## src/verilog/fpbr_cfg.svh

```systemverilog
`ifndef FPBR_CFG_SVH
`define FPBR_CFG_SVH
// branch offset and target arithmetic
`define FPBR_OFFSET_W      16
`define FPBR_SHIFT         2
`define FPBR_TEXT_W        18
`define FPBR_PC_STEP       32'h0000_0004
// condition code file
`define FPBR_NUM_CC        8
`define FPBR_CC_SEL_W      3
`define FPBR_CC_RESET      8'h00
`define FPBR_CC_FCSR_IDX   3'h0
// tested bit of a floating-point register
`define FPBR_FPR_TEST_BIT  0
// register index width
`define FPBR_FPR_IDX_W     5
`endif

```

## src/verilog/fpbr_pkg.sv

```systemverilog
package fpbr_pkg;
    // branch operation presented with a request
    typedef enum logic [2:0] {
        FPBR_OP_NONE        = 3'h0,
        FPBR_OP_BIT_CLEAR   = 3'h1,
        FPBR_OP_BIT_SET     = 3'h2,
        FPBR_OP_COND_FALSE  = 3'h3,
        FPBR_OP_COND_FALSE_L = 3'h4,
        FPBR_OP_COND_TRUE   = 3'h5,
        FPBR_OP_COND_TRUE_L = 3'h6
    } fpbr_op_e;
    // resolver state, gray along idle -> wait -> idle
    typedef enum logic [1:0] {
        FPBR_ST_IDLE = 2'b00,
        FPBR_ST_WAIT = 2'b01,
        FPBR_ST_SLOT = 2'b11
    } fpbr_state_e;
    // exception cause reported with a resolution
    typedef enum logic [1:0] {
        FPBR_EXC_NONE     = 2'h0,
        FPBR_EXC_CPU      = 2'h1,
        FPBR_EXC_RESERVED = 2'h2,
        FPBR_EXC_UNIMPL   = 2'h3
    } fpbr_exc_e;
endpackage

```

## src/verilog/fpbr_cc_file.sv

```systemverilog
`timescale 1ns/1ns
`default_nettype none
`include "fpbr_cfg.svh"
// eight condition codes with compare write-through forwarding
module fpbr_cc_file (
    input  wire logic                       clk,
    input  wire logic                       rst,
    input  wire logic                       ce,
    input  wire logic                       ccWrEn,
    input  wire logic [`FPBR_CC_SEL_W-1:0]  ccWrSel,
    input  wire logic                       ccWrVal,
    input  wire logic [`FPBR_CC_SEL_W-1:0]  ccRdSel,
    output logic                            ccRdVal,
    output logic [`FPBR_NUM_CC-1:0]         ccAll
);
    logic [`FPBR_NUM_CC-1:0] cc_r;
    logic [`FPBR_NUM_CC-1:0] cc_nxt;
    // compare writes the named code only
    always_comb begin
        cc_nxt = cc_r;
        if (ccWrEn) begin
            cc_nxt[ccWrSel] = ccWrVal; // [RULE9]
        end
    end
    // register the codes
    always_ff @(posedge clk) begin
        if (rst) begin
            cc_r <= `FPBR_CC_RESET;
        end else if (ce) begin
            cc_r <= cc_nxt;
        end
    end
    // a same-cycle compare is forwarded to the reader
    assign ccRdVal = cc_nxt[ccRdSel]; // [RULE18]
    assign ccAll   = cc_r;
endmodule // fpbr_cc_file
`default_nettype wire

```

## src/verilog/fpbr_resolver.sv

```systemverilog
// Functional notes
// [RULE1] bit-test branches examine register bit zero
// [RULE2] register width and format never matter
// [RULE3] target is next pc plus shifted offset
// [RULE4] false branch taken on code zero
// [RULE5] true branch taken on code one
// [RULE6] false-likely nullifies slot when not taken
// [RULE7] code select picks one of eight
// [RULE8] short form tests condition code zero
// [RULE9] code holds latest compare result
// [RULE10] legacy branches raise unusable, reserved, unimplemented
// [RULE11] newest release rejects legacy code branches
// [RULE12] software keeps control transfers out of slots
// [RULE13] likely forms predicted taken, tables untouched
// [RULE14] code zero is the status bit
// [RULE15] bit-test branches execute slot first
// [RULE16] disabled coprocessor raises unusable exception
// [RULE17] newest release traps transfers in slot
// [RULE18] forward or stall for fresh compare
`timescale 1ns/1ns
`default_nettype none
`include "fpbr_cfg.svh"
module fpbr_resolver
    import fpbr_pkg::*;
#(
    parameter int PC_W  = 32,
    parameter int FPR_W = 64
) (
    input  wire logic                        clk,
    input  wire logic                        rst,
    input  wire logic                        ce,
    // configuration
    input  wire logic                        newestRelease,
    input  wire logic                        fpuEnable,
    input  wire logic                        unimplTrap,
    // branch request from decode
    input  wire logic                        brValid,
    input  wire fpbr_pkg::fpbr_op_e          brOp,
    input  wire logic [PC_W-1:0]             brPc,
    input  wire logic [`FPBR_OFFSET_W-1:0]   brOffset,
    input  wire logic [`FPBR_FPR_IDX_W-1:0]  testedRegisterIndex,
    input  wire logic [`FPBR_CC_SEL_W-1:0]   conditionCodeSelect,
    output logic                             brReady,
    // register file read port and pending write scoreboard
    output logic [`FPBR_FPR_IDX_W-1:0]       fprRdIdx,
    input  wire logic [FPR_W-1:0]            fprRdData,
    input  wire logic                        fprRdPending,
    // compare result writing a condition code
    input  wire logic                        ccWrEn,
    input  wire logic [`FPBR_CC_SEL_W-1:0]   ccWrSel,
    input  wire logic                        ccWrVal,
    input  wire logic                        ccPending,
    // slot instruction information
    input  wire logic                        slotValid,
    input  wire logic                        slotIsCti,
    // resolution to fetch
    output logic                             resValid,
    output logic                             resTaken,
    output logic [PC_W-1:0]                  resTarget,
    output logic                             nullifyDelaySlot,
    output logic                             predictTaken,
    output logic                             predUpdateEn,
    output logic                             excValid,
    output fpbr_pkg::fpbr_exc_e              excCause,
    output logic                             coprocessorConditionSignal,
    output logic                             fcsrCondBit
);
    import fpbr_pkg::*;

    ////////////////////////////////////////////////////////////////////////////
    // state
    typedef struct packed {
        fpbr_state_e          st;
        logic                 taken;
        logic                 nullify;
        logic [PC_W-1:0]      target;
        logic                 resValid;
        logic                 resTaken;
        logic [PC_W-1:0]      resTarget;
        logic                 nullify2;
        logic                 predTaken;
        logic                 predUpd;
        logic                 excValid;
        fpbr_exc_e            exc;
    } fpbr_state_s;

    fpbr_state_s s_r;
    fpbr_state_s s_nxt;

    logic                    ccVal;
    logic [`FPBR_NUM_CC-1:0] ccAll;
    logic [PC_W-1:0]         target;
    logic [`FPBR_CC_SEL_W-1:0] ccSel;

    // classify operations
    function automatic logic isLegacy(input fpbr_op_e op);
        return (op == FPBR_OP_COND_FALSE) || (op == FPBR_OP_COND_FALSE_L) ||
               (op == FPBR_OP_COND_TRUE) || (op == FPBR_OP_COND_TRUE_L);
    endfunction

    function automatic logic isLikely(input fpbr_op_e op);
        return (op == FPBR_OP_COND_FALSE_L) || (op == FPBR_OP_COND_TRUE_L);
    endfunction

    ////////////////////////////////////////////////////////////////////////////
    // submodules
    assign ccSel = conditionCodeSelect; // [RULE7] [RULE8]

    fpbr_cc_file u_cc (
        .clk     (clk),
        .rst     (rst),
        .ce      (ce),
        .ccWrEn  (ccWrEn),
        .ccWrSel (ccWrSel),
        .ccWrVal (ccWrVal),
        .ccRdSel (ccSel),
        .ccRdVal (ccVal),
        .ccAll   (ccAll)
    );

    fpbr_target #(
        .PC_W (PC_W)
    ) u_tgt (
        .branchPc    (brPc),
        .offsetField (brOffset),
        .targetPc    (target)
    );

    assign fprRdIdx = testedRegisterIndex;

    ////////////////////////////////////////////////////////////////////////////
    // next state
    always_comb begin
        logic cond;
        logic isBit;
        logic stall;
        cond  = 1'b0;
        isBit = (brOp == FPBR_OP_BIT_CLEAR) || (brOp == FPBR_OP_BIT_SET);
        // hold off while the tested value is still in flight
        stall = (isBit && fprRdPending) || (isLegacy(brOp) && ccPending); // [RULE18]
        s_nxt = s_r;
        s_nxt.resValid = 1'b0;
        s_nxt.excValid = 1'b0;
        s_nxt.predUpd  = 1'b0;
        case (brOp)
            FPBR_OP_BIT_CLEAR:    cond = ~fprRdData[`FPBR_FPR_TEST_BIT]; // [RULE1] [RULE2]
            FPBR_OP_BIT_SET:      cond = fprRdData[`FPBR_FPR_TEST_BIT]; // [RULE1] [RULE2]
            FPBR_OP_COND_FALSE,
            FPBR_OP_COND_FALSE_L: cond = ~ccVal; // [RULE4] [RULE6]
            FPBR_OP_COND_TRUE,
            FPBR_OP_COND_TRUE_L:  cond = ccVal; // [RULE5]
            default:              cond = 1'b0;
        endcase
        case (s_r.st)
            FPBR_ST_IDLE: begin
                if (brValid && brOp != FPBR_OP_NONE && !stall) begin
                    if (!fpuEnable) begin
                        s_nxt.excValid = 1'b1;
                        s_nxt.exc      = FPBR_EXC_CPU; // [RULE16] [RULE10]
                    end else if (isLegacy(brOp) && newestRelease) begin
                        s_nxt.excValid = 1'b1;
                        s_nxt.exc      = FPBR_EXC_RESERVED; // [RULE11] [RULE10]
                    end else if (isLegacy(brOp) && unimplTrap) begin
                        s_nxt.excValid = 1'b1;
                        s_nxt.exc      = FPBR_EXC_UNIMPL; // [RULE10]
                    end else begin
                        s_nxt.st        = FPBR_ST_WAIT;
                        s_nxt.taken     = cond;
                        s_nxt.target    = target;
                        // likely forms drop the slot when not taken
                        s_nxt.nullify   = isLikely(brOp) && !cond; // [RULE6]
                        s_nxt.predTaken = isLikely(brOp); // [RULE13]
                        s_nxt.predUpd   = !isLikely(brOp); // [RULE13]
                    end
                end
            end
            FPBR_ST_WAIT: begin
                // redirect only once the slot instruction is seen
                if (slotValid) begin
                    s_nxt.st = FPBR_ST_IDLE;
                    if (slotIsCti && newestRelease) begin
                        s_nxt.excValid = 1'b1;
                        s_nxt.exc      = FPBR_EXC_RESERVED; // [RULE17]
                    end else begin
                        s_nxt.resValid  = 1'b1;
                        s_nxt.resTaken  = s_r.taken; // [RULE15] [RULE4] [RULE5]
                        s_nxt.resTarget = s_r.target;
                        s_nxt.nullify2  = s_r.nullify;
                    end
                end
            end
            default: begin
                s_nxt.st = FPBR_ST_IDLE;
            end
        endcase
    end

    // register the state
    always_ff @(posedge clk) begin
        if (rst) begin
            s_r <= '0;
        end else if (ce) begin
            s_r <= s_nxt;
        end
    end

    ////////////////////////////////////////////////////////////////////////////
    // outputs
    assign brReady          = (s_r.st == FPBR_ST_IDLE) && !(
                              ((brOp == FPBR_OP_BIT_CLEAR || brOp == FPBR_OP_BIT_SET)
                               && fprRdPending) || (isLegacy(brOp) && ccPending));
    assign resValid         = s_r.resValid;
    assign resTaken         = s_r.resTaken;
    assign resTarget        = s_r.resTarget;
    assign nullifyDelaySlot = s_r.nullify2;
    assign predictTaken     = s_r.predTaken;
    assign predUpdateEn     = s_r.predUpd;
    assign excValid         = s_r.excValid;
    assign excCause         = s_r.exc;
    // code zero doubles as the status register condition bit
    assign coprocessorConditionSignal = ccAll[`FPBR_CC_FCSR_IDX]; // [RULE14]
    assign fcsrCondBit      = ccAll[`FPBR_CC_FCSR_IDX]; // [RULE14]
endmodule // fpbr_resolver
`default_nettype wire

```

## src/verilog/fpbr_target.sv

```systemverilog
`timescale 1ns/1ns
`default_nettype none
`include "fpbr_cfg.svh"
// pc-relative target: (pc + 4) + sign_extend(offset << 2)
module fpbr_target #(
    parameter int PC_W = 32
) (
    input  wire logic [PC_W-1:0]            branchPc,
    input  wire logic [`FPBR_OFFSET_W-1:0]  offsetField,
    output logic      [PC_W-1:0]            targetPc
);
    logic [`FPBR_TEXT_W-1:0] shifted;
    logic [PC_W-1:0]         extended;
    // shift then sign extend the 18-bit result
    always_comb begin
        shifted  = {offsetField, {`FPBR_SHIFT{1'b0}}};
        extended = {{(PC_W-`FPBR_TEXT_W){shifted[`FPBR_TEXT_W-1]}}, shifted};
        targetPc = branchPc + PC_W'(`FPBR_PC_STEP) + extended; // [RULE3]
    end
endmodule // fpbr_target
`default_nettype wire
```

## config.mk

```make
export PLATFORM = sky130hd
export DESIGN_NAME = fpbr_resolver
export DESIGN_NICKNAME = d
export VERILOG_FILES = /design/src/verilog/fpbr_pkg.sv /design/src/verilog/fpbr_cc_file.sv /design/src/verilog/fpbr_resolver.sv /design/src/verilog/fpbr_target.sv
export VERILOG_INCLUDE_DIRS = /design/src /design/src/verilog
export SDC_FILE = /design/constraint.sdc
export NUM_CORES = 1
export LEC_CHECK = 0
export ABC_AREA = 0
export ABC_CLOCK_PERIOD_IN_PS = 3800
export BUFFER_PORTS_ARGS = -buffer_cell sky130_fd_sc_hd__clkbuf_2
export CAP_MARGIN = 20
export CORE_ASPECT_RATIO = 1.4
export CORE_MARGIN = 2
export CORE_UTILIZATION = 37
export DETAILED_ROUTE_END_ITERATION = 16
export GPL_TIMING_DRIVEN = 0
export HOLD_SLACK_MARGIN = 0.08
export PLACE_DENSITY_LB_ADDON = 0.3
export SLEW_MARGIN = 20
export SYNTH_ARGS = -nofsm -noshare
export SYNTH_HDL_FRONTEND = slang
export SYNTH_HIERARCHICAL = 1
export SYNTH_SLANG_ARGS = --single-unit
```

## constraint.sdc

```tcl
create_clock -name clk -period 3.8 [get_ports clk]
set_clock_uncertainty 0.15 [all_clocks]
set_input_delay 0.57 -clock clk [delete_from_list [all_inputs] [get_ports clk]]
set_output_delay 0.57 -clock clk [all_outputs]
set_load 0.01 [all_outputs]
```

==> results of run 1 <==
-- worst register-to-register path, stage by stage (launching register included) --
cell and delay (ns):
dfxtp_1 0.43, inv_1 0.12, nor3b_2 0.59, clkbuf_1 0.45, nand2_1 0.15, a21oi_1 0.17
-- synthesized netlist by cell type (all sizes together), types with 12 or more instances --
master | count | area, µm²
ha | 57 | 713
buf | 54 | 423
nor2 | 25 | 93.8
nor3 | 12 | 65.1
a21o | 14 | 105
mux2i | 39 | 390
o21ai | 22 | 110
dfxtp | 83 | 1660
a21oi | 74 | 370
nor2b | 12 | 75.1
xor2 | 13 | 114
clkbuf | 21 | 78.8
nand2 | 170 | 638
xnor2 | 17 | 156
-- area by class of cell --
class / instances / area (µm²) / area share
repair buffers: 112 / 561 / 0.0801
clock buffers: 11 / 243 / 0.0347
multi-input cells: 549 / 3660 / 0.523
well taps: 196 / 245 / 0.0350
inverters: 11 / 41.3 / 0.00590
clock inverters: 4 / 75.1 / 0.0107
flip-flops and latches: 83 / 1660 / 0.237
plain buffers: 76 / 510 / 0.0729
-- registers in the layout, summed over array words and instances, names as in the netlist --
name,count
excCause,2
resTarget,32
s_r,35
predUpdateEn,1
u_cc/ccAll,8
nullifyDelaySlot,1
predictTaken,1
resTaken,1
resValid,1
excValid,1
-- per-layer routing --
layer / global-route usage / vias up
li1: - / 2728
met1: 0.196 / 2318
met2: 0.308 / 107
met3: 0.0155 / 11
met4: 0.0435 / 0
met5: 0 / -
-- worst min-delay path by stage --
stage,from,end,slack [ns],cells past startpoint
after floorplan,s_r[40],resTarget[0],0.28,2
after global placement,s_r[45],resTarget[5],0.29,2
after detailed placement,s_r[73],resTaken,0.29,2
after CTS,s_r[73],resTaken,0.30,2
after global routing,s_r[49],resTarget[9],0.31,2
final,s_r[56],resTarget[16],0.30,2
-- stage by stage --
step | std cells | util | hold slack [ns] | instance area (µm²)
after floorplan | 719 | - | 0.282 | 5880
after global placement | 1027 | 0.430 | 0.288 | 6680
after detailed placement | 1027 | 0.430 | 0.294 | 6680
after CTS | 1042 | 0.451 | 0.302 | 7000
after global routing | 1042 | 0.451 | 0.314 | 7000
final | 1042 | 0.451 | 0.301 | 7000
-- power by group through the flow --
| stage | Combinational [mW] | Sequential, mW | Clock, mW |
|---|---|---|---|
| floorplan | 0.444 | 0.909 | 0 |
| global placement | 0.594 | 0.910 | 0 |
| detailed placement | 0.595 | 0.910 | 0 |
| CTS | 0.600 | 0.891 | 0.940 |
| global route | 0.676 | 0.892 | 0.973 |
| finish | 0.596 | 0.891 | 0.918 |
-- cells by family (layout without fill, tap and decap cells) --
group	count (synthesis)	after routing	share of synthesized area
AND/OR/NAND/NOR	261	261	0.203
adder cells (fa/ha/maj)	58	58	0.125
flip-flops	83	83	0.283
buffers and inverters	87	214	0.0939
AO/OA/AOI/OAI	161	161	0.183
multiplexers	39	39	0.0664
XOR/XNOR	30	30	0.0460
==> run_results.csv, run 1 <==
group,metric,value,unit
worst_setup_path,r2r-end,"resTarget[23]",
yosys,synth_fp_nets,916,
timing,maxSlewViolCount,0,
global_routing,antenna_found_initial,0,
power_and_ir_drop,ir_drop,0.195,mV
power_and_ir_drop,leakage,3.10,nW
placed_design,place_hpwl,11000,µm
die,fp.dieH,153,µm
die,die_area,16900,µm²
cts,clk_pin_slew,0.06,ns
cts,cts_hold_buf,0,
placed_design,pre_cts_slack,0.0176,ns
worst_setup_path,cp-end-kind,"flop",
power_and_ir_drop,clkPwrFrac,0.382,
placed_design,gp_congestion,0.798,
yosys,ys_warn_count,6,
yosys,ys_ff_latch,83,
power_and_ir_drop,switchingPower,671,µW
timing,fmax,0.291,GHz
finish,num-nets-final,1039,
detailed_routing,wl_met1,6180,µm
cts,cts_setup_buffers,0,
worst_setup_path,cpPeakStageDelay,0.43,ns
worst_setup_path,crit_chain,"clkbuf_2, ha_1, ha_1, fa_1, a211oi_1, o21ai_0, a31oi_1, a21oi_1, o22ai_1, o31ai_1, xnor2_1, nand2_1, mux2i_1",
timing,final-hold-violation-count,0,
power_and_ir_drop,p_comb_frac,0.248,
worst_setup_path,critPathArrivalTime,3.54,ns
die,die_w,111,µm
global_routing,first_global_vias,4954,
worst_setup_path,rr_worst_depth,5,
yosys,netlist_area,5880,µm²
finish,n_fill_cell,1639,
worst_setup_path,worst-path-stages,13,
cts,clock-sinks,83,
global_routing,grt_util_all_layers,0.163,
detailed_routing,drtIter0Drc,297,
worst_setup_path,start_kind,"input pin",
timing,rsz0062_at_grt,"false",
power_and_ir_drop,power_density,343,nW/µm²
worst_setup_path,cp_data_required_time,3.90,ns
timing,fin_crit,3.44,ns
global_routing,grt_max_degree,16,
worst_setup_path,crit_top_cell,"ha_1",
power_and_ir_drop,p_seq_frac,0.370,
detailed_routing,wire_per_inst,13.4,µm
hold_path,hp-class,"reg2reg",
timing,tightest_slew,0.661,ns
run_status,outcome,"finished clean",
job,maxCapViolations,0,
worst_setup_path,rrSetupSlack,1.68,ns
finish,areaGrowthSynthToFinish,19.1,%
detailed_routing,drt-total-wl,14000,µm
finish,drive_above_1_share,0.240,
cts,cts_buffers,9,
detailed_routing,drt_first_pass_iters,4,
timing,post-route-period-util,0.906,
yosys,synth-edff-count,0,
yosys,synthCells,719,
worst_setup_path,critical_path_buf_inv_count,1,
cts,ctsResizeCount,0,
worst_setup_path,cpMaxStageDelayCell,"fa_1",
worst_setup_path,crit_family,"compound AO/OA/AOI/OAI gates",
detailed_routing,ant_nets,0,
finish,layout_common_cells,"170 x nand2_1, 112 x clkbuf_2, 83 x dfxtp_1",
yosys,ys_seq_area_frac,0.283,
power_and_ir_drop,p_int,1.73,mW
worst_setup_path,worstSetupPathType,"in2reg",
yosys,synth-main-ff-cell,"dfxtp_1",
detailed_routing,num_vias,5164,
global_routing,grt_pass1_wl,23300,µm
power_and_ir_drop,p_sw_frac,0.279,
yosys,synthArstFlopShare,0,
power_and_ir_drop,power.total,2.40,mW
timing,finalSetupViolations,0,
detailed_routing,route.met3.wl,372,µm
detailed_routing,vias_per_cell,4.96,
die,rows,54,
timing,setup_slack,0.359,ns
cts,htree_levels,3,
finish,diodes,0,
detailed_routing,drc,0,
die,io_pins,187,
worst_setup_path,r2r-start,"s_r[74]",
yosys,ys_types,72,
finish,final_common_cell,"nand2_1",
die,start_util,0.378,
global_routing,overflow,0,
worst_setup_path,critPathMaxFanout,5,
die,coreArea,15500,µm²
worst_setup_path,crit_start,"brPc[3]",
cts,clk_path_buf_depth,2,
cts,clock_latency,0.33,ns
timing,relSlewSlack,0.557,
placed_design,io_buffers,112,
worst_setup_path,critical_path.endpoint,"s_r[71]",
detailed_routing,wl_met2,7240,µm
cts,root_buffer,"clkbuf_16",
detailed_routing,highest_layer,"met4",
cts,cts_tree,"done",
yosys,syn_avg_cell_area,8.18,µm²
timing,setup_tns,0,ns
Note: power is estimated with default switching activity, not from simulation.
==> inputs of run 2 (changes only) <==
--- a/config.mk
+++ b/config.mk
@@ -17,6 +17,7 @@
 export GPL_TIMING_DRIVEN = 0
 export HOLD_SLACK_MARGIN = 0.08
 export PLACE_DENSITY_LB_ADDON = 0.3
+export RECOVER_POWER = 50
 export SLEW_MARGIN = 20
 export SYNTH_ARGS = -nofsm -noshare
 export SYNTH_HDL_FRONTEND = slang
==> run 2 against run 1 <==
Compared with the run above: critical path depth is the same; non-clock buffer count is the same; design area shrank 1.2%; die area unchanged; flip-flop and latch count unchanged; largest power group unchanged; highest routed layer unchanged.
==> run_results.csv, run 2 (same netlist as run 1, synthesis figures left out) <==
group,metric,value,unit
finish,n_fill_cell,1670,
finish,final_common_cell,"nand2_1",
global_routing,grt_util_all_layers,0.163,
worst_setup_path,critPathArrivalTime,3.57,ns
finish,multiInputGateArea,3650,µm²
worst_setup_path,worstSetupPathType,"in2reg",
power_and_ir_drop,clkPwrFrac,0.383,
cts,clock-sinks,83,
power_and_ir_drop,p_seq_frac,0.371,
cts,ctsResizeCount,0,
die,io_pins,187,
cts,cts_tree,"done",
worst_setup_path,crit_chain,"clkbuf_2, ha_1, ha_1, fa_1, a211oi_1, o21ai_0, a31oi_1, a21oi_1, o22ai_1, o31ai_1, xnor2_1, nand2_1, mux2i_1",
global_routing,grt_pass1_wl,23300,µm
die,die_area,16900,µm²
global_routing,grt_max_degree,16,
worst_setup_path,crit_family,"compound AO/OA/AOI/OAI gates",
worst_setup_path,crit_top_cell,"ha_1",
finish,diodes,0,
power_and_ir_drop,leakage,2.92,nW
placed_design,io_buffers,112,
timing,finalSetupViolations,0,
cts,htree_levels,3,
detailed_routing,drt_first_pass_iters,4,
die,start_util,0.378,
global_routing,first_global_vias,4954,
cts,clock_latency,0.33,ns
finish,regArea,1660,µm²
power_and_ir_drop,ir_drop,0.195,mV
power_and_ir_drop,p_int,1.73,mW
detailed_routing,drtIter0Drc,270,
power_and_ir_drop,switchingPower,671,µW
power_and_ir_drop,power_density,347,nW/µm²
worst_setup_path,start_kind,"input pin",
placed_design,gp_congestion,0.798,
timing,fmax,0.288,GHz
run_status,outcome,"finished clean",
power_and_ir_drop,p_comb_frac,0.247,
placed_design,place_hpwl,11000,µm
cts,clk_path_buf_depth,2,
timing,post-route-period-util,0.913,
timing,relSlewSlack,0.276,
die,rows,54,
worst_setup_path,cp_data_required_time,3.90,ns
cts,clk_pin_slew,0.06,ns
worst_setup_path,cpMaxStageDelayCell,"fa_1",
detailed_routing,vias_per_cell,4.94,
power_and_ir_drop,power.total,2.40,mW
detailed_routing,drt-total-wl,14000,µm
finish,top_register,"s_r",
hold_path,hp-class,"reg2reg",
die,coreArea,15500,µm²
global_routing,overflow,0,
detailed_routing,wire_per_inst,13.4,µm
timing,maxSlewViolCount,0,
cts,cts_hold_buf,0,
finish,areaGrowthSynthToFinish,17.7,%
cts,cts_buffers,9,
detailed_routing,ant_nets,0,
cts,root_buffer,"clkbuf_16",
detailed_routing,num_vias,5149,
job,maxCapViolations,0,
worst_setup_path,critPathMaxFanout,5,
finish,layout_common_cells,"170 x nand2_1, 83 x dfxtp_1, 74 x a21oi_1",
timing,setup_tns,0,ns
finish,num-nets-final,1039,
finish,drive_above_1_share,0.180,
die,fp.dieH,153,µm
finish,largest_register_ffs,35,
timing,fin_crit,3.47,ns
worst_setup_path,critical_path_buf_inv_count,1,
cts,cts_setup_buffers,0,
detailed_routing,drc,0,
worst_setup_path,cp-end-kind,"flop",
power_and_ir_drop,p_sw_frac,0.279,
worst_setup_path,cpPeakStageDelay,0.43,ns
timing,tightest_slew,1.08,ns
timing,final-hold-violation-count,0,
timing,rsz0062_at_grt,"false",
global_routing,antenna_found_initial,0,
die,die_w,111,µm
-- run 2: per-layer routing --
| layer | wire length (µm) | GRT usage |
|---|---|---|
| met3 | 394 | 0.0155 |
| met4 | 155 | 0.0435 |
| met1 | 6170 | 0.196 |
| met2 | 7260 | 0.308 |
| met5 | 0 | 0 |
-- run 2: tightest hold or removal path, delay by kind of cell (launching register included) --
kind	cells	cell delay, ns
flops	1	0.31
simple gates	1	0.05
compound gates	1	0.05
-- run 2: power groups by stage --
stage	sequential [mW]	combinational [mW]	clock, mW
final	0.891	0.592	0.918
after global routing	0.892	0.673	0.973
after CTS	0.891	0.600	0.940
after detailed placement	0.910	0.595	0
after global placement	0.910	0.594	0
after floorplan	0.909	0.444	0
-- run 2: metrics by stage --
step	utilization	area, µm²	cells	hold WS, ns	setup WS (ns)
after CTS	0.451	7000	1042	0.302	0.316
after floorplan	-	5880	719	0.282	0.588
after global placement	0.430	6680	1027	0.288	0.0170
after global routing	0.445	6920	1042	0.314	0.0511
final	0.445	6920	1042	0.301	0.329
after detailed placement	0.430	6680	1027	0.294	0.0176
-- run 2: final cells by class --
type	instances	area share
clock buffer	11	0.0351
timing repair buffer	112	0.0727
multi-input combinational	549	0.528
inverter	11	0.00597
buffer	76	0.0720
sequential	83	0.240
clock inverter	4	0.0108
tap	196	0.0354
-- run 2: worst paths after layout --
path,from,to,slack [ns],cells after the start
min,s_r[56],resTarget[16],0.30,2
max,brPc[3],s_r[71],0.33,13
min reg2reg,s_r[56],resTarget[16],0.30,2
max reg2reg,s_r[74],resTarget[23],1.37,5
